**src/hdl/frame_check_pkg.sv**
```systemverilog
`default_nettype none
package frame_check_pkg;
    // Clock and line silence
    localparam int CLK_PERIOD_NS = 40;
    localparam int GAP_TIME_NS = 10_000_000;
    localparam int GAP_CYCLES = GAP_TIME_NS / CLK_PERIOD_NS;
    localparam int IDLE_W = 20;
    // Binary check
    localparam logic [15:0] CRC_PRESET = 16'hffff;
    localparam logic [15:0] CRC_POLY = 16'ha001;
    localparam logic [3:0] CRC_STEPS = 4'h8;
    // Text framing and hex digit characters, binary minimum frame length
    localparam logic [7:0] CHAR_START = 8'h3a;
    localparam logic [7:0] CHAR_CR = 8'h0d;
    localparam logic [7:0] CHAR_LF = 8'h0a;
    localparam logic [7:0] CHAR_ZERO = 8'h30;
    localparam logic [7:0] CHAR_A_UP = 8'h41;
    localparam logic [7:0] CHAR_A_LO = 8'h61;
    localparam logic [1:0] RTU_MIN_BYTES = 2'h3;

    // Upper case hex character for one nibble
    function automatic logic [7:0] nib_to_hex(input logic [3:0] nib);
        if (nib < 4'ha) begin
            return CHAR_ZERO + {4'h0, nib};
        end
        return CHAR_A_UP + {4'h0, nib} - 8'h0a;
    endfunction : nib_to_hex

    // Returns {valid, nibble}
    function automatic logic [4:0] hex_to_nib(input logic [7:0] c);
        if (c >= CHAR_ZERO && c < CHAR_ZERO + 8'h0a) begin
            return {1'b1, 4'(c - CHAR_ZERO)};
        end
        if (c >= CHAR_A_UP && c < CHAR_A_UP + 8'h06) begin
            return {1'b1, 4'(c - CHAR_A_UP + 8'h0a)};
        end
        if (c >= CHAR_A_LO && c < CHAR_A_LO + 8'h06) begin
            return {1'b1, 4'(c - CHAR_A_LO + 8'h0a)};
        end
        return 5'h00;
    endfunction : hex_to_nib
endpackage : frame_check_pkg
`default_nettype wire

```
**src/hdl/crc16_byte_engine.sv**
```systemverilog
`default_nettype none
module crc16_byte_engine (
    input wire logic ref_clk,
    input wire logic rst_n,
    input wire logic clear,
    input wire logic byte_valid,
    input wire logic [7:0] byte_data,
    output logic busy,
    output logic [15:0] crc
);
    typedef struct packed {
        logic [15:0] crc;
        logic [3:0] steps;
    } crc_st_t;

    crc_st_t st_q, st_d;
    logic [15:0] base;

    always_comb begin
        st_d = st_q;
        base = clear ? frame_check_pkg::CRC_PRESET : st_q.crc;
        st_d.crc = base;
        if (byte_valid && st_q.steps == 4'h0) begin
            st_d.crc = {base[15:8], base[7:0] ^ byte_data};
            st_d.steps = frame_check_pkg::CRC_STEPS;
        end else if (st_q.steps != 4'h0) begin
            st_d.crc = (st_q.crc >> 1)
                ^ (st_q.crc[0] ? frame_check_pkg::CRC_POLY : 16'h0000);
            st_d.steps = st_q.steps - 4'h1;
        end
    end

    always_ff @(posedge ref_clk or negedge rst_n) begin
        if (!rst_n) begin
            st_q <= '{crc: frame_check_pkg::CRC_PRESET, steps: 4'h0};
        end else begin
            st_q <= st_d;
        end
    end

    assign busy = st_q.steps != 4'h0;
    assign crc = st_q.crc;
endmodule : crc16_byte_engine
`default_nettype wire

```
**src/hdl/two_entry_buffer.sv**
```systemverilog
`default_nettype none
module two_entry_buffer #(
    parameter int WIDTH = 8
) (
    input wire logic ref_clk,
    input wire logic rst_n,
    input wire logic in_valid,
    input wire logic [WIDTH-1:0] in_data,
    output logic in_ready,
    output logic out_valid,
    output logic [WIDTH-1:0] out_data,
    input wire logic out_ready
);
    // Output word plus one spare; ready is a flop so no comb path back
    typedef struct packed {
        logic o_v;
        logic [WIDTH-1:0] o_d;
        logic s_v;
        logic [WIDTH-1:0] s_d;
    } buf_st_t;

    buf_st_t st_q, st_d;
    logic take;

    always_comb begin
        st_d = st_q;
        take = in_valid && !st_q.s_v;
        if (!st_q.o_v || out_ready) begin
            if (st_q.s_v) begin
                st_d.o_d = st_q.s_d;
                st_d.o_v = 1'b1;
                st_d.s_v = 1'b0;
            end else begin
                st_d.o_v = take;
                st_d.o_d = in_data;
            end
        end else if (take) begin
            st_d.s_v = 1'b1;
            st_d.s_d = in_data;
        end
    end

    always_ff @(posedge ref_clk or negedge rst_n) begin
        if (!rst_n) begin
            st_q <= '0;
        end else begin
            st_q <= st_d;
        end
    end

    assign in_ready = !st_q.s_v;
    assign out_valid = st_q.o_v;
    assign out_data = st_q.o_d;
endmodule : two_entry_buffer
`default_nettype wire

```
**src/hdl/serial_frame_check_unit.sv**
```systemverilog
`default_nettype none
module serial_frame_check_unit #(
    parameter int GAP_CYCLES = frame_check_pkg::GAP_CYCLES
) (
    input wire logic ref_clk,
    input wire logic rst_n,
    input wire logic ascii_mode,
    input wire logic rx_valid,
    input wire logic [7:0] rx_data,
    output logic rx_byte_valid,
    output logic [7:0] rx_byte_data,
    output logic frame_good,
    output logic frame_error,
    input wire logic tx_in_valid,
    input wire logic [7:0] tx_in_data,
    input wire logic tx_in_last,
    output logic tx_in_ready,
    output logic tx_valid,
    output logic [7:0] tx_data,
    input wire logic tx_ready
);
    localparam int W = frame_check_pkg::IDLE_W;
    localparam logic [W-1:0] GAP_LIM = W'(GAP_CYCLES);

    typedef enum logic [3:0] {
        T_IDLE, T_TAKE, T_HI, T_LO, T_RAW, T_CRC_WAIT, T_CRC_L, T_CRC_H,
        T_CK_HI, T_CK_LO, T_CR, T_LF
    } tx_state_t;

    typedef struct packed {
        tx_state_t ts;
        logic in_rdy;
        logic [7:0] tb;
        logic tl;
        logic [7:0] tsum;
        logic [W-1:0] tidle;
        logic ra;
        logic rhh;
        logic [3:0] rhi;
        logic [7:0] rsum;
        logic rcr;
        logic [1:0] rcnt;
        logic [W-1:0] ridle;
        logic ob_v;
        logic [7:0] ob_d;
        logic good;
        logic err;
    } unit_st_t;

    unit_st_t st_q, st_d;
    logic buf_in_valid, buf_in_ready;
    logic [7:0] buf_in_data;
    logic accept, push;
    logic [7:0] ck;
    logic [4:0] hx;
    logic rx_clr, tx_clr, rx_busy, tx_busy;
    logic [15:0] rx_crc, tx_crc;

    ////////////////////////////////////////////////////////////////////
    crc16_byte_engine rx_crc_i (
        .ref_clk(ref_clk),
        .rst_n(rst_n),
        .clear(rx_clr),
        .byte_valid(rx_valid && !ascii_mode),
        .byte_data(rx_data),
        .busy(rx_busy),
        .crc(rx_crc)
    );

    crc16_byte_engine tx_crc_i (
        .ref_clk(ref_clk),
        .rst_n(rst_n),
        .clear(tx_clr),
        .byte_valid(accept && !ascii_mode),
        .byte_data(tx_in_data),
        .busy(tx_busy),
        .crc(tx_crc)
    );

    // Stall by the UART reaches the framer through buf_in_ready
    two_entry_buffer #(.WIDTH(8)) tx_buf_i (
        .ref_clk(ref_clk),
        .rst_n(rst_n),
        .in_valid(buf_in_valid),
        .in_data(buf_in_data),
        .in_ready(buf_in_ready),
        .out_valid(tx_valid),
        .out_data(tx_data),
        .out_ready(tx_ready)
    );

    // rx preset at first byte of frame, tx preset while idle before it
    assign rx_clr = !ascii_mode && rx_valid && !st_q.ra;
    assign tx_clr = !ascii_mode && st_q.ts == T_IDLE;

    ////////////////////////////////////////////////////////////////////
    always_comb begin
        st_d = st_q;
        st_d.ob_v = 1'b0;
        st_d.good = 1'b0;
        st_d.err = 1'b0;
        hx = frame_check_pkg::hex_to_nib(rx_data);
        // Receive side
        if (ascii_mode) begin
            st_d.ridle = '0;
            if (rx_valid) begin
                if (rx_data == frame_check_pkg::CHAR_START) begin
                    st_d.ra = 1'b1;
                    st_d.rsum = 8'h00;
                    st_d.rhh = 1'b0;
                    st_d.rcr = 1'b0;
                    st_d.rcnt = 2'h0;
                end else if (!st_q.ra) begin
                    st_d.ra = 1'b0;
                end else if (st_q.rcr) begin
                    st_d.ra = 1'b0;
                    // sum incl. check must be zero
                    if (rx_data == frame_check_pkg::CHAR_LF && !st_q.rhh
                        && st_q.rcnt != 2'h0 && st_q.rsum == 8'h00) begin
                        st_d.good = 1'b1;
                    end else begin
                        st_d.err = 1'b1;
                    end
                end else if (rx_data == frame_check_pkg::CHAR_CR) begin
                    st_d.rcr = 1'b1;
                end else if (hx[4] && st_q.rhh) begin
                    // modulo 256 sum of byte pairs
                    st_d.rsum = st_q.rsum + {st_q.rhi, hx[3:0]};
                    st_d.ob_v = 1'b1;
                    st_d.ob_d = {st_q.rhi, hx[3:0]};
                    st_d.rhh = 1'b0;
                    st_d.rcnt = 2'h1;
                end else if (hx[4]) begin
                    st_d.rhi = hx[3:0];
                    st_d.rhh = 1'b1;
                end else begin
                    st_d.ra = 1'b0;
                    st_d.err = 1'b1;
                end
            end
        end else if (rx_valid) begin
            // every frame byte out; into the check only when the CRC engine is not busy
            st_d.ra = 1'b1;
            st_d.ridle = '0;
            st_d.ob_v = 1'b1;
            st_d.ob_d = rx_data;
            st_d.rcnt = st_q.ra ? (st_q.rcnt == 2'h3 ? 2'h3 : st_q.rcnt + 2'h1)
                                : 2'h1;
        end else if (st_q.ra) begin
            st_d.ridle = st_q.ridle + W'(1);
            // gap reaching the limit (ridle >= GAP_LIM) closes frame
            if (st_q.ridle >= GAP_LIM) begin
                st_d.ra = 1'b0;
                if (!rx_busy && rx_crc == 16'h0000
                    && st_q.rcnt >= frame_check_pkg::RTU_MIN_BYTES) begin
                    st_d.good = 1'b1;
                end else begin
                    st_d.err = 1'b1;
                end
            end
        end
        // Transmit side
        accept = st_q.ts == T_TAKE && st_q.in_rdy && tx_in_valid;
        ck = 8'h00 - st_q.tsum;
        buf_in_valid = 1'b0;
        buf_in_data = 8'h00;
        unique case (st_q.ts)
            T_IDLE: begin
                buf_in_valid = ascii_mode && tx_in_valid;
                buf_in_data = frame_check_pkg::CHAR_START;
            end
            T_TAKE: begin
            end
            T_HI: begin
                buf_in_valid = 1'b1;
                buf_in_data = frame_check_pkg::nib_to_hex(st_q.tb[7:4]);
            end
            T_LO: begin
                buf_in_valid = 1'b1;
                buf_in_data = frame_check_pkg::nib_to_hex(st_q.tb[3:0]);
            end
            T_RAW: begin
                buf_in_valid = !tx_busy;
                buf_in_data = st_q.tb;
            end
            T_CRC_WAIT: begin
            end
            T_CRC_L: begin
                buf_in_valid = 1'b1;
                buf_in_data = tx_crc[7:0];
            end
            T_CRC_H: begin
                buf_in_valid = 1'b1;
                buf_in_data = tx_crc[15:8];
            end
            T_CK_HI: begin
                buf_in_valid = 1'b1;
                buf_in_data = frame_check_pkg::nib_to_hex(ck[7:4]);
            end
            T_CK_LO: begin
                buf_in_valid = 1'b1;
                buf_in_data = frame_check_pkg::nib_to_hex(ck[3:0]);
            end
            T_CR: begin
                buf_in_valid = 1'b1;
                buf_in_data = frame_check_pkg::CHAR_CR;
            end
            T_LF: begin
                buf_in_valid = 1'b1;
                buf_in_data = frame_check_pkg::CHAR_LF;
            end
        endcase
        push = buf_in_valid && buf_in_ready;
        if (push) begin
            st_d.tidle = '0;
        end else if (st_q.tidle <= GAP_LIM) begin
            st_d.tidle = st_q.tidle + W'(1);
        end
        unique case (st_q.ts)
            T_IDLE: begin
                st_d.tsum = 8'h00;
                if (ascii_mode ? push
                    : (tx_in_valid && st_q.tidle > GAP_LIM)) begin
                    st_d.ts = T_TAKE;
                end
            end
            T_TAKE: begin
                if (accept) begin
                    st_d.tb = tx_in_data;
                    st_d.tl = tx_in_last;
                    st_d.tsum = st_q.tsum + tx_in_data;
                    st_d.ts = ascii_mode ? T_HI : T_RAW;
                end
            end
            T_HI: st_d.ts = push ? T_LO : T_HI;
            T_LO: st_d.ts = push ? (st_q.tl ? T_CK_HI : T_TAKE) : T_LO;
            T_RAW: st_d.ts = push ? (st_q.tl ? T_CRC_WAIT : T_TAKE) : T_RAW;
            T_CRC_WAIT: st_d.ts = tx_busy ? T_CRC_WAIT : T_CRC_L;
            T_CRC_L: st_d.ts = push ? T_CRC_H : T_CRC_L;
            T_CRC_H: st_d.ts = push ? T_IDLE : T_CRC_H;
            T_CK_HI: st_d.ts = push ? T_CK_LO : T_CK_HI;
            T_CK_LO: st_d.ts = push ? T_CR : T_CK_LO;
            T_CR: st_d.ts = push ? T_LF : T_CR;
            T_LF: st_d.ts = push ? T_IDLE : T_LF;
        endcase
        st_d.in_rdy = st_d.ts == T_TAKE && !accept;
    end

    always_ff @(posedge ref_clk or negedge rst_n) begin
        if (!rst_n) begin
            st_q <= '0;
        end else begin
            st_q <= st_d;
        end
    end

    assign rx_byte_valid = st_q.ob_v;
    assign rx_byte_data = st_q.ob_d;
    assign frame_good = st_q.good;
    assign frame_error = st_q.err;
    assign tx_in_ready = st_q.in_rdy;
endmodule : serial_frame_check_unit
`default_nettype wire

```
**config.mk**
```make
export PLATFORM = sky130hd
export DESIGN_NAME = serial_frame_check_unit
export DESIGN_NICKNAME = d
export VERILOG_FILES = /design/src/hdl/frame_check_pkg.sv /design/src/hdl/crc16_byte_engine.sv /design/src/hdl/two_entry_buffer.sv /design/src/hdl/serial_frame_check_unit.sv
export SDC_FILE = /design/constraint.sdc
export NUM_CORES = 1
export LEC_CHECK = 0
export BUFFER_PORTS_ARGS = -buffer_cell sky130_fd_sc_hd__buf_4
export CAP_MARGIN = 5
export CORE_MARGIN = 5
export CORE_UTILIZATION = 45
export CTS_BUF_LIST = sky130_fd_sc_hd__clkbuf_16
export DETAILED_ROUTE_END_ITERATION = 12
export PLACE_DENSITY_LB_ADDON = 0.05
export SETUP_SLACK_MARGIN = 0.2
export SKIP_CTS_REPAIR_TIMING = 1
export SLEW_MARGIN = 10
export SYNTH_ARGS = -nofsm -noshare
export SYNTH_HDL_FRONTEND = slang
export SYNTH_SLANG_ARGS = --single-unit
```
**constraint.sdc**
```tcl
create_clock -name ref_clk -period 3.1 [get_ports ref_clk]
set_input_delay 0.775 -clock ref_clk [delete_from_list [all_inputs] [get_ports ref_clk]]
set_output_delay 0.775 -clock ref_clk [all_outputs]
set_load 0.02 [all_outputs]
```
# Word level (Yosys, flattened, before mapping)

Index checks and enable logic that the tools add are counted.
Widths: inputs -> output; s select.

Register bits after elaboration: 148
Latch bits: 0
RAM bits: 0
ROM bits: 0
Input port bits: 23
Output and inout bits: 21
Word-level logic and storage cells: 276
Memories kept: 0

$add $sub $neg: 25
Multipliers: 0
Div/mod/pow operators: 0
Order comparisons: 14
Equality and inequality tests: 31
Shift-type cells: 0
Muxes and demuxes: 116
Bitwise operators: 9
Reduce and logical (&&, ||, !) cells: 56

Operator list:

| kind                  | number |
|---|---|
| $mux 20               | 8 |
| $mux 16               | 6 |
| $mux 8                | 10 |
| $pmux 8 s10           | 1 |
| $mux 5                | 14 |
| $mux 9                | 6 |
| $pmux 4 s12           | 1 |
| $mux 11               | 4 |
| $add 20x1->20 const B | 2 |
| $mux 1                | 39 |
| $mux 33               | 1 |
| $add 7x4->8 const A   | 4 |
| $sub 8x4->8 const B   | 4 |
| $xor 15x16->16        | 2 |
| $add 6x4->7 const A   | 4 |
| $mux 4                | 7 |
| $mux 2                | 11 |
| $logic_and 1x1->1     | 21 |
| $ge 20x18->1 const B  | 1 |
| $gt 20x18->1 const B  | 1 |
| $le 20x18->1 const B  | 1 |
| $sub 4x1->4 const B   | 5 |
| $reduce_and 6->1      | 3 |
| $mux 17               | 1 |
| other kinds (43)      | 94 |

# Longest topological paths before layout

Gate-level depths: netlist of the first run.

Word-level depth: 24
Mapped depth: 16
Depth with buffers taken out: 16

# Cells and area by module

A second synthesis of the first run with hierarchy kept.

Cells, all modules: 1051
Area total of the unflattened synthesis: 9386.5 um2

Modules (own cells, without submodules):

| module                  | times used | cells each | area an instance (um2) | seq. area each (um2) |
|---|---|---|---|---|
| serial_frame_check_unit | 1          | 746        | 6284.8                 | 2252.2 |
| crc16_byte_engine       | 2          | 123        | 1096.1                 | 520.5 |
| two_entry_buffer        | 1          | 59         | 909.6                  | 450.4 |

# Worst setup path before layout of the first run

Ideal clock, no wire load.

Path kind: input to register
Start: in rx_data[0]
End: reg st_q[41] in the netlist's numbering
Setup time: 0.118 ns
Arrival: 3.260 ns
Data required time: 2.982 ns
Slack: -0.278 ns
Cell stages on the path: 13
Path buffers: 0
Path through: inv_1 ha_1 or3b_2 a32oi_1 nor2_1 ha_1 nand3_1 o2111ai_1 a21o_1 a21oi_1 xor2_1 a21o_1 a21o_1

Word-level cells in the longest chain between the ends: 14
Elaborated cells between the ends (all ways): 40
Classes of those cells: 6 x add/sub; 6 x order compare; 4 x eq/ne; 17 x mux; 7 x reduce/logical

RTL lines:

| what                                                                | line                           | text |
|---|---|---|
| from (decl)                                                         | serial_frame_check_unit.sv:9   | `input wire logic [7:0] rx_data,` |
| parallel branches: the longest is 7 deep, another holds $sub 4x1->4 | -                              |  |
| $mux 5 (*)                                                          | frame_check_pkg.sv:34          | `if (c >= CHAR_A_UP && c < CHAR_A_UP + 8'h06) begin` |
| via hx[2]                                                           | serial_frame_check_unit.sv:55  | `logic [4:0] hx;` |
| $add 8x8->8 (*)                                                     | serial_frame_check_unit.sv:128 | `st_d.rsum = st_q.rsum + {st_q.rhi, hx[3:0]};` |
| $mux 8 (*)                                                          | serial_frame_check_unit.sv:126 | `end else if (hx[4] && st_q.rhh) begin` |
| $mux 14 (*)                                                         | serial_frame_check_unit.sv:124 | `end else if (rx_data == frame_check_pkg::CHAR_CR) begin` |
| $mux 16 (*)                                                         | serial_frame_check_unit.sv:115 | `end else if (st_q.rcr) begin` |
| $mux 16 (*)                                                         | serial_frame_check_unit.sv:113 | `end else if (!st_q.ra) begin` |
| $mux 11 (*)                                                         | serial_frame_check_unit.sv:107 | `if (rx_data == frame_check_pkg::CHAR_START) begin` |
| to (signal assigned)                                                | serial_frame_check_unit.sv:253 | `st_q <= st_d;` |
| to (decl)                                                           | serial_frame_check_unit.sv:50  | `unit_st_t st_q, st_d;` |

Mark *: on every way through the listed nets, which the timed path passes. The select of a mux whose other input is x is not followed.
A chain may end at the register's enable or synchronous reset.

# Final worst setup path of the first run

Start: in rx_data[1]
End: reg st_q[41] in the netlist's numbering

Same word-level chain as after synthesis.

==> results of run 1 <==
==> flip-flops by register name, summed over array words and instances (netlist names) <==
signal / count
rx_byte_valid: 1
rx_byte_data: 8
frame_error: 1
st_q: 78
tx_buf_i.out_data: 8
rx_crc_i.crc: 16
frame_good: 1
rx_crc_i.st_q: 4
tx_buf_i.st_q: 9
tx_crc_i.crc: 16
tx_in_ready: 1
tx_buf_i.out_valid: 1
tx_crc_i.st_q: 4
==> layout make-up <==
class                   count  area share [%]
flip-flops and latches    148            36.2
inverters                  33            1.34
well taps                 265            3.21
repair buffers             89            6.81
clock inverters            15            1.51
clock buffers              17            4.11
multi-input cells         778            46.8
==> metrics by stage <==
stage / util, % / power (W)
floorplan: - / 0.00616
global placement: 49.8 / 0.00718
detailed placement: 49.8 / 0.00723
CTS: 52.7 / 0.00932
global route: 53.2 / 0.0100
finish: 53.2 / 0.00930
==> power by group through the flow <==
stage               clock, W  combinational (W)  sequential [W]
CTS                  0.00211            0.00399         0.00322
finish               0.00205            0.00402         0.00323
detailed placement         0            0.00398         0.00325
floorplan                  0            0.00316         0.00299
global route         0.00220            0.00451         0.00332
global placement           0            0.00394         0.00324
==> routing by layer <==
layer | up-vias | track usage [%] | share of wire, %
li1 | 3671 | - | -
met1 | 3593 | 30.2 | 51
met2 | 145 | 29.4 | 44
met3 | 14 | 3.34 | 3.8
met4 | 0 | 5.58 | 0.83
met5 | - | 0 | 0
==> logic make-up (layout without fill, tap and decap cells) <==
logic type,after synthesis,count (layout),share of synthesized area [%]
and+or+nand+nor,419,419,22.6
muxes,13,13,1.54
buffers and inverters,92,154,4.67
adders and majority gates,33,33,4.83
DFF,148,148,42.2
AOI/OAI and AO/OA,255,255,18.4
xor gates and xnor gates,58,58,5.73
==> worst max-delay path by stage <==
stage | startpoint | to | slack [ns] | cells after the start
after floorplan | rx_data[1] | st_q[41]$_DFFE_PN0P_ | 0.01 | 14
after global placement | rx_data[1] | st_q[41]$_DFFE_PN0P_ | -0.18 | 15
final | rx_data[1] | st_q[41]$_DFFE_PN0P_ | 0.26 | 15
after CTS | rx_data[1] | st_q[40]$_DFFE_PN0P_ | 0.20 | 17
after global routing | rx_data[1] | st_q[40]$_DFFE_PN0P_ | 0.09 | 17
after detailed placement | rx_data[1] | st_q[41]$_DFFE_PN0P_ | -0.23 | 15
==> synth_stat cells (7+ instances only) <==
master      n  area, um2
a21o_1     15        113
nand2_1   165        619
and3_1     17        106
o21ai_1     8       40.0
o22ai_1     8       50.1
o21ai_0    78        390
xor2_1     33        289
buf_4      16        120
a31oi_1    10       62.6
mux2i_1     8       80.1
o31ai_1     8       60.1
dfrtp_1   116       2900
inv_1      33        124
xnor2_1    25        219
ha_1       31        388
nand4_1    13       81.3
nor4_1     11       68.8
nor2b_1    11       68.8
a21oi_1    64        320
a22oi_1    11       82.6
clkbuf_1   40        150
nand3_1    35        175
nand2b_1   22        138
nor3_1     15       75.1
and4_1      7       61.3
or3_1      10       62.6
dfstp_2    32        841
nor2_1     85        319
==> cell usage in the layout (no fill, tap or decap), drive strengths merged, types with 5 or more instances in the layout <==
master / synthesis / layout
a311oi: 7 / 7
nor4: 13 / 13
clkbuf: 40 / 17
nor2: 87 / 87
and2: 6 / 6
inv: 33 / 38
buf: 19 / 89
mux2: 5 / 5
nand2b: 22 / 22
clkinv: 0 / 6
or2: 5 / 5
xor2: 33 / 33
mux2i: 8 / 8
nor2b: 11 / 11
and3: 17 / 17
o22ai: 8 / 8
a21oi: 66 / 66
o31ai: 8 / 8
nand4: 13 / 13
dfstp: 32 / 32
and4: 7 / 7
a21o: 15 / 15
or3: 10 / 10
a22oi: 11 / 11
xnor2: 25 / 25
nand2: 165 / 165
nor3: 15 / 15
o21ai: 86 / 86
a31oi: 10 / 10
ha: 31 / 31
dfrtp: 116 / 116
nand3: 35 / 35
==> worst reg2reg max path, delay by kind of cell, from the launching register on <==
| kind | cells | cell delay [ns] |
|---|---|---|
| compound gates | 5 | 1.16 |
| fa+ha+maj | 1 | 0.26 |
| buf+inv | 1 | 0.08 |
| flops | 1 | 0.51 |
| simple gates | 2 | 0.53 |
==> out/summary.txt, run 1 <==
critical path arrival: 3.16 ns
reg-to-reg startpoint: st_q[69]$_DFFE_PN0P_
critical path cell sequence: buf_6, inv_12, ha_4, or3b_4, and3_4, nand2_2, o21ai_2, ha_1, a21oi_2, o2111ai_2, a21o_1, a21oi_2, xor2_1, a21o_1, a21o_1
HP Class: input pin to async pin
Yosys cell types: 70
Die Span Y: 150 um
wire per inst: 16.1 um
Worst path most repeated cell: a21o_1
IR drop worst, VDD: 0.428 mV
largest net degree at the start of global routing: 61
FMAX: 352 MHz
maximum net fanout on the critical path: 4
Die Wd: 150 um
Synth warnings: 0
# DRC: 0
WHS: 0.325 ns
CTS H-tree lvls: 4
Post-Syn Instances: 1,018
Non-Filler Instances: 1,345
RePlAce Congestion: 0.885
Detail Route Antenna Nets: 0
final worst path period need: 2.84 ns
Worst path top cell family by delay: compound AO/OA/AOI/OAI gates
Max Slew Vio Count: 0
first-pass GRT wire length: 36,400 um
CTS Sinks: 148
vias in the first global route: 7,157
Cell Pwr Density: 899 nW/um2
CP Class: input pin to flop
CTS tree: built
Port Buf Inserts: 43
Overflow after GRT: 0
crit path buf inv count: 2
max-cap check violation count: 0
Avg Inst Size Synth: 8.71 um2
Sequential Power Share: 34.7%
crit end category: flop
dpl ws: -0.226 ns
Ports: 44
Multi-input gate area: 4840 um2
CORE AREA: 19,500 um2
Worst Setup Start Kind: input pin
Nets: 1,123
R2R Setup Slk: 0.44 ns
area grow syn2layout: 16.7%
Main synth FF type: dfrtp_1
final instance area: 10,300 um2
Fin Setup TNS: 0 ns
CTS Buf Count: 17
clock root buffer: clkbuf_16
DP Area: 9680 um2
drt initial violations: 434
Die Area: 22,600 um2
worst relative slew slack: 43.9%
fillers: 1,826
clk slew on worst S/H paths: 0.07 ns
Worst R2R Path Depth: 9
WP data required: 3.41 ns
Finish-stage setup viols: 0
Clk pwr share: 22.1%
Post-synth EDFFs: 0
Via density: 5.52
Initial Util: 45.6%
setup ws final: 0.259 ns
Worst-Margin Slew: 0.839 ns
internal power: 0.00548 W
Sequential Area: 3740 um2
Lkg Pwr: 4.57 nW
overall routing resource usage: 20.0%
Clock Skew: 0.0181 ns
synthesis-stage register bit count: 148
P_sw: 0.00382 W
status: completed
initial antenna violation count: 0
RSZ-0062 raised after global routing: true
Slowest cell on crit path: or3b_4
dpl hpwl: 15,500 um
Cell Area, Synth: 8870 um2
Final period util: 91.6%
Row Count: 51
Seq/Total Area, Yosys: 42.2%
combinational share of power: 43.2%
clock latency on the worst-skew pair: 0.43 ns
asr flop ratio synth: 100%
Net Sw Frac: 41.1%
worst r2r dst: tx_buf_i.out_data[1]$_DFFE_PN0P_
Mapped Nets: 1,074
CP peak stage delay: 0.38 ns
first-pass detailed-route iteration total: 5
final hold vios: 0
CTS max path bufs: 2
fraction of layout cells with a size suffix above 1: 18.4%
placed instance count: 1,313
drt total wl: 21,700 um
vias: 7,423
number of diodes: 0
Power figures use the tool's default switching activity.
==> inputs of run 2 (changes only) <==
Settings changed: CORE_MARGIN 5 to default.
==> run 2 against run 1 <==
Global-route usage up 2.4 points; sequential share of layout area is essentially flat; die area decreased by 10%; flip-flop and latch count unchanged; maximum frequency down 0.65%; utilization up 1.3 points; combinational power is essentially flat; worst hold slack better by 0.033 ns; critical path depth is 1 lower; count of clock-buffer cells in the layout stayed put; critical endpoint unchanged; clock skew shrank 0.0037 ns; final cell count about the same.
==> out/summary.txt, run 2 (same netlist as run 1, synthesis figures left out) <==
Nets: 1,129
setup ws final: 0.240 ns
maximum net fanout on the critical path: 4
critical path cell sequence: buf_4, ha_4, or3b_4, and3_4, o22ai_1, a21oi_1, ha_1, nand3_1, o2111ai_2, a21o_1, a21oi_2, xor2_1, a21o_1, a21o_1
Worst Setup Start Kind: input pin
Lkg Pwr: 4.61 nW
fillers: 1,822
RSZ-0062 raised after global routing: true
Slowest cell on crit path: or3b_4
FMAX: 350 MHz
Crit path depth: 14
met3 usage: 3.70%
Die Area: 20,300 um2
Worst R2R Path Depth: 9
Worst path most repeated cell: a21o_1
most frequent cells in the layout: nand2_1 (165), dfrtp_1 (116), buf_4 (91), nor2_1 (85), o21ai_0 (74)
Net Sw Frac: 40.1%
CTS tree: built
Non-Filler Instances: 1,346
Sequential Area: 3740 um2
HP Class: input pin to async pin
vias: 7,348
drt total wl: 21,200 um
critical path arrival: 3.16 ns
Die Wd: 142 um
Worst-Margin Slew: 0.743 ns
Multi-input gate area: 4790 um2
Largest register FFs: 78
internal power: 0.00565 W
largest net degree at the start of global routing: 67
combinational share of power: 42.9%
gr busiest metal: met1
worst relative slew slack: 50.1%
Row Count: 50
final worst path period need: 2.86 ns
Final Core Density: 54.5%
Port Buf Inserts: 43
CTS max path bufs: 2
crit path buf inv count: 1
Die Span Y: 142 um
crit end category: flop
Via density: 5.46
met1 usage: 33.8%
R2R Setup Slk: 0.41 ns
first-pass GRT wire length: 35,800 um
# DRC: 0
overall routing resource usage: 22.3%
dpl hpwl: 15,300 um
CTS H-tree lvls: 4
clk slew on worst S/H paths: 0.06 ns
Ports: 44
dpl ws: -0.312 ns
IR drop worst, VDD: 0.416 mV
clock root buffer: clkbuf_16
final hold vios: 0
placed instance count: 1,313
worst r2r dst: tx_buf_i.out_data[1]$_DFFE_PN0P_
Cell Pwr Density: 910 nW/um2
most common cell after layout, fill and taps aside: nand2_1
clock latency on the worst-skew pair: 0.42 ns
Sequential Power Share: 34.2%
status: completed
fraction of layout cells with a size suffix above 1: 18.1%
initial antenna violation count: 0
RePlAce Congestion: 0.881
Overflow after GRT: 0
area grow syn2layout: 16.8%
CP Class: input pin to flop
first-pass detailed-route iteration total: 5
Clk pwr share: 22.9%
max-cap check violation count: 0
met2 Resource Use GR: 32.8%
Top reg by flops: st_q
CORE AREA: 19,000 um2
CTS Buf Count: 17
P_sw: 0.00378 W
Final period util: 92.2%
Finish-stage setup viols: 0
wire per inst: 15.8 um
Detail Route Antenna Nets: 0
WP data required: 3.40 ns
Max Slew Vio Count: 0
CP peak stage delay: 0.39 ns
drt initial violations: 417
reg-to-reg startpoint: st_q[68]$_DFFE_PN0P_
number of diodes: 0
Clock Skew: 0.0145 ns
Worst path top cell family by delay: compound AO/OA/AOI/OAI gates
CTS Sinks: 148
Initial Util: 46.6%
vias in the first global route: 6,990
run 2: changes by cell type in the layout (fill, tap and decap cells not counted), moves of 2 or more:
| cell | previous run | this run |
|---|---|---|
| nand3_1 | 33 | 35 |
| nand3_2 | 2 | 0 |
| ha_4 | 3 | 1 |
| o31ai_2 | 2 | 0 |
| buf_4 | 84 | 91 |
| bufinv_16 | 2 | 4 |
| o31ai_1 | 6 | 8 |
run 2: worst max path at each step:
| stage | startpoint | to | slack [ns] |
|---|---|---|---|
| 4_1_cts | rx_data[1] | st_q[41]$_DFFE_PN0P_ | 0.12 |
| 5_1_grt | rx_data[0] | st_q[41]$_DFFE_PN0P_ | 0.11 |
| 3_3_place_gp | rx_data[1] | st_q[41]$_DFFE_PN0P_ | -0.22 |
| 3_5_place_dp | rx_data[1] | st_q[41]$_DFFE_PN0P_ | -0.31 |
| 2_1_floorplan | rx_data[1] | st_q[41]$_DFFE_PN0P_ | 0.01 |
| 6_report | rx_data[0] | st_q[41]$_DFFE_PN0P_ | 0.24 |
run 2: through the flow:
step	TNS [ns]	power [W]	instance area, um2	hold slack (ns)
global placement	-0.340	0.00723	9710	0.456
CTS	0	0.00947	10300	0.371
global route	0	0.0101	10400	0.392
floorplan	0	0.00616	8940	0.440
detailed placement	-0.482	0.00725	9710	0.450
finish	0	0.00943	10400	0.358
run 2: area by class of cell:
type | instances | area share, %
sequential | 148 | 36.1
timing repair buffer | 95 | 7.20
multi-input combinational | 778 | 46.2
clock buffer | 17 | 4.11
tap | 260 | 3.14
inverter | 33 | 1.34
clock inverter | 15 | 1.85
run 2: metal layers:
metal | part of all wire, % | vias up
met4 | 0.78 | 0
met2 | 44 | 113
met5 | 0 | -
met1 | 52 | 3536
li1 | - | 3688
met3 | 3.4 | 11
run 2: power by group through the flow:
stage	clock network (W)	logic, W	registers (W)
after floorplan	0	0.00316	0.00299
after global placement	0	0.00399	0.00323
after detailed placement	0	0.00402	0.00324
after CTS	0.00222	0.00404	0.00321
after global routing	0.00229	0.00454	0.00330
final	0.00216	0.00405	0.00322
==> inputs of run 3 (changes only) <==
Settings changed: CTS_BUF_LIST sky130_fd_sc_hd__clkbuf_16 to sky130_fd_sc_hd__clkbuf_4, PLACE_DENSITY_LB_ADDON 0.05 to 0.25, SYNTH_HIERARCHICAL from default to 1.
==> run 3 against run 2 <==
Via count rose by 0.54%; area after synthesis rose by 5.9%; non-clock buffer count rose by 2; synthesized cell count rose by 3.2%; global-route usage fell by 1.8 points; cell area fell by 0.23%; worst hold slack got worse by 0.21 ns; final cell count rose by 0.67%.
==> out/summary.txt, run 3 <==
Row Count: 52
Finish-stage setup viols: 0
CTS Sinks: 148
most frequent cell after synthesis: nand2_1
Die Area: 21,400 um2
CP Class: input pin to flop
DP Area: 9970 um2
Detail Route Antenna Nets: 0
max-cap check violation count: 0
RSZ-0062 raised after global routing: true
CTS tree: built
final worst path period need: 2.82 ns
IR drop worst, VDD: 0.290 mV
Nets: 1,130
drt total wl: 21,000 um
FMAX: 355 MHz
most common library cells after synthesis: nand2_1 (161), dfrtp_1 (116), nor2_1 (102)
Via density: 5.45
drt initial violations: 497
HP Class: input pin to async pin
critical path arrival: 3.30 ns
Die Wd: 146 um
Final Core Density: 50.7%
# DRC: 0
Post-Synth Simple-Gate Area: 20.6%
Ports: 44
Clock Skew: 0.0190 ns
Max Slew Vio Count: 0
synthesized-area fraction occupied by adder cells: 4.96%
Die Span Y: 146 um
Largest register FFs: 78
CORE AREA: 20,400 um2
maximum net fanout on the critical path: 4
CTS max path bufs: 2
largest net degree at the start of global routing: 53
post-synth top area share: 30.9%
clk slew on worst S/H paths: 0.14 ns
Fin Setup TNS: 0 ns
Main synth FF type: dfrtp_1
initial antenna violation count: 1
crit end category: flop
Mapped Nets: 1,110
Top reg by flops: st_q
Port Buf Inserts: 43
Avg Inst Size Synth: 8.93 um2
Lkg Pwr: 4.54 nW
wire per inst: 15.5 um
clock root buffer: clkbuf_4
dpl hpwl: 15,100 um
Compound-Gate Fraction of Synth Area: 15.0%
clock latency on the worst-skew pair: 0.57 ns
overall routing resource usage: 20.5%
worst relative slew slack: 33.2%
area grow syn2layout: 10.1%
WP data required: 3.58 ns
RePlAce Congestion: 0.905
most frequent cells in the layout: nand2_1 (161), dfrtp_1 (114), nor2_1 (100), buf_4 (94), o21ai_0 (75)
Worst-Margin Slew: 1.00 ns
Yosys cell types: 87
final instance area: 10,300 um2
Cell Pwr Density: 852 nW/um2
vias in the first global route: 7,311
WHS: 0.149 ns
Initial Util: 46.1%
first-pass GRT wire length: 35,800 um
Post-synth EDFFs: 0
status: completed
XOR/XNOR Fraction of Synth Area: 7.00%
first-pass detailed-route iteration total: 5
asr flop ratio synth: 100%
CTS Buf Count: 17
final hold vios: 0
Cell Area, Synth: 9390 um2
Area contributors post-synth: dfrtp_1 (31%), dfstp_2 (9.0%), nand2_1 (6.4%), xnor2_1 (4.9%), ha_1 (4.5%)
Seq/Total Area, Yosys: 39.9%
CTS H-tree lvls: 4
largest family of logic cells by synthesized area: simple AND/OR/NAND/NOR gates
largest area contributor in the netlist: dfrtp_1
vias: 7,388
Post-Syn Instances: 1,051
Worst Setup Start Kind: input pin
Overflow after GRT: 0
fraction of layout cells with a size suffix above 1: 21.1%
post-synthesis mux area share: 4.64%
synthesis-stage register bit count: 148
most common cell after layout, fill and taps aside: nand2_1
placed instance count: 1,320
Synth warnings: 6
Final period util: 90.8%
Non-Filler Instances: 1,355
## run 3: cell types whose count changed after synthesis, moves of 10 or more
cell      delta
xnor2_1     +27
mux2_4      +16
buf_4       +34
buf_2       +11
and3_1      -11
a21oi_1     -31
xor2_1      -10
nor2_1      +17
nand2b_1    -17
clkbuf_1    -14
## run 3: per-layer routing
metal,vias to the layer above,global-route usage (%),share of wire [%]
met5,-,0,0
met4,0,5.63,1.5
met3,27,4.31,3.4
met2,130,32.5,46
met1,3584,28.2,49
li1,3647,-,-
## run 3: cell families after synthesis
logic type,count (synthesis)
and+or+nand+nor,406
AOI/OAI and AO/OA,214
DFF,148
buffers and inverters,138
xor gates and xnor gates,75
adders and majority gates,36
muxes,34
## run 3: per-stage QoR
step                      total power, W  setup WS [ns]
after floorplan                  0.00663         -0.110
after global placement           0.00729         -0.313
after detailed placement         0.00739         -0.431
after CTS                        0.00881          0.200
after global routing             0.00949          0.156
final                            0.00881          0.284
## run 3: worst paths after layout
| check | startpoint | endpoint | slack, ns | cells past startpoint |
|---|---|---|---|---|
| max in group asynchronous | rst_n | tx_crc_i/crc[2]$_DFF_PN1_ | 2.23 | 2 |
| worst max-delay path | rx_data[1] | st_q[40]$_DFFE_PN0P_ | 0.28 | 15 |
| worst max register to register | st_q[69]$_DFFE_PN0P_ | tx_buf_i/out_data[1]$_DFFE_PN0P_ | 0.30 | 9 |
| worst min-delay path | rst_n | rx_crc_i/st_q[2]$_DFFE_PN0P_ | 0.15 | 1 |
| worst min register to register | rx_crc_i/crc[12]$_DFF_PN1_ | rx_crc_i/crc[11]$_DFF_PN1_ | 0.47 | 2 |
| min in group ref_clk | tx_in_data[3] | st_q[80]$_DFFE_PN0P_ | 0.42 | 3 |
## run 3: power breakdown
part	internal (W)	total (W)	switching, W
clock network	0.000658	0.00139	0.000731
registers	0.00264	0.00324	0.000599
logic	0.00192	0.00418	0.00225
## run 3: area by class of cell
class | count | area (um2)
timing repair buffer | 97 | 757
multi-input combinational | 765 | 4990
antenna | 1 | 2.50
clock buffer | 19 | 143
sequential | 148 | 3750
fill | 1919 | 10000
inverter | 42 | 178
tap | 270 | 338
clock inverter | 13 | 181
## run 3: worst max-delay path, cell delays in order
cell	delay, ns
buf_4	0.13
inv_12	0.04
ha_4	0.15
or3b_4	0.38
a32oi_4	0.24
nor2_2	0.08
ha_2	0.20
inv_2	0.06
fa_2	0.19
nor2b_1	0.06
o21ai_2	0.14
a21boi_1	0.10
o21a_1	0.20
or3_1	0.34
a32o_1	0.22
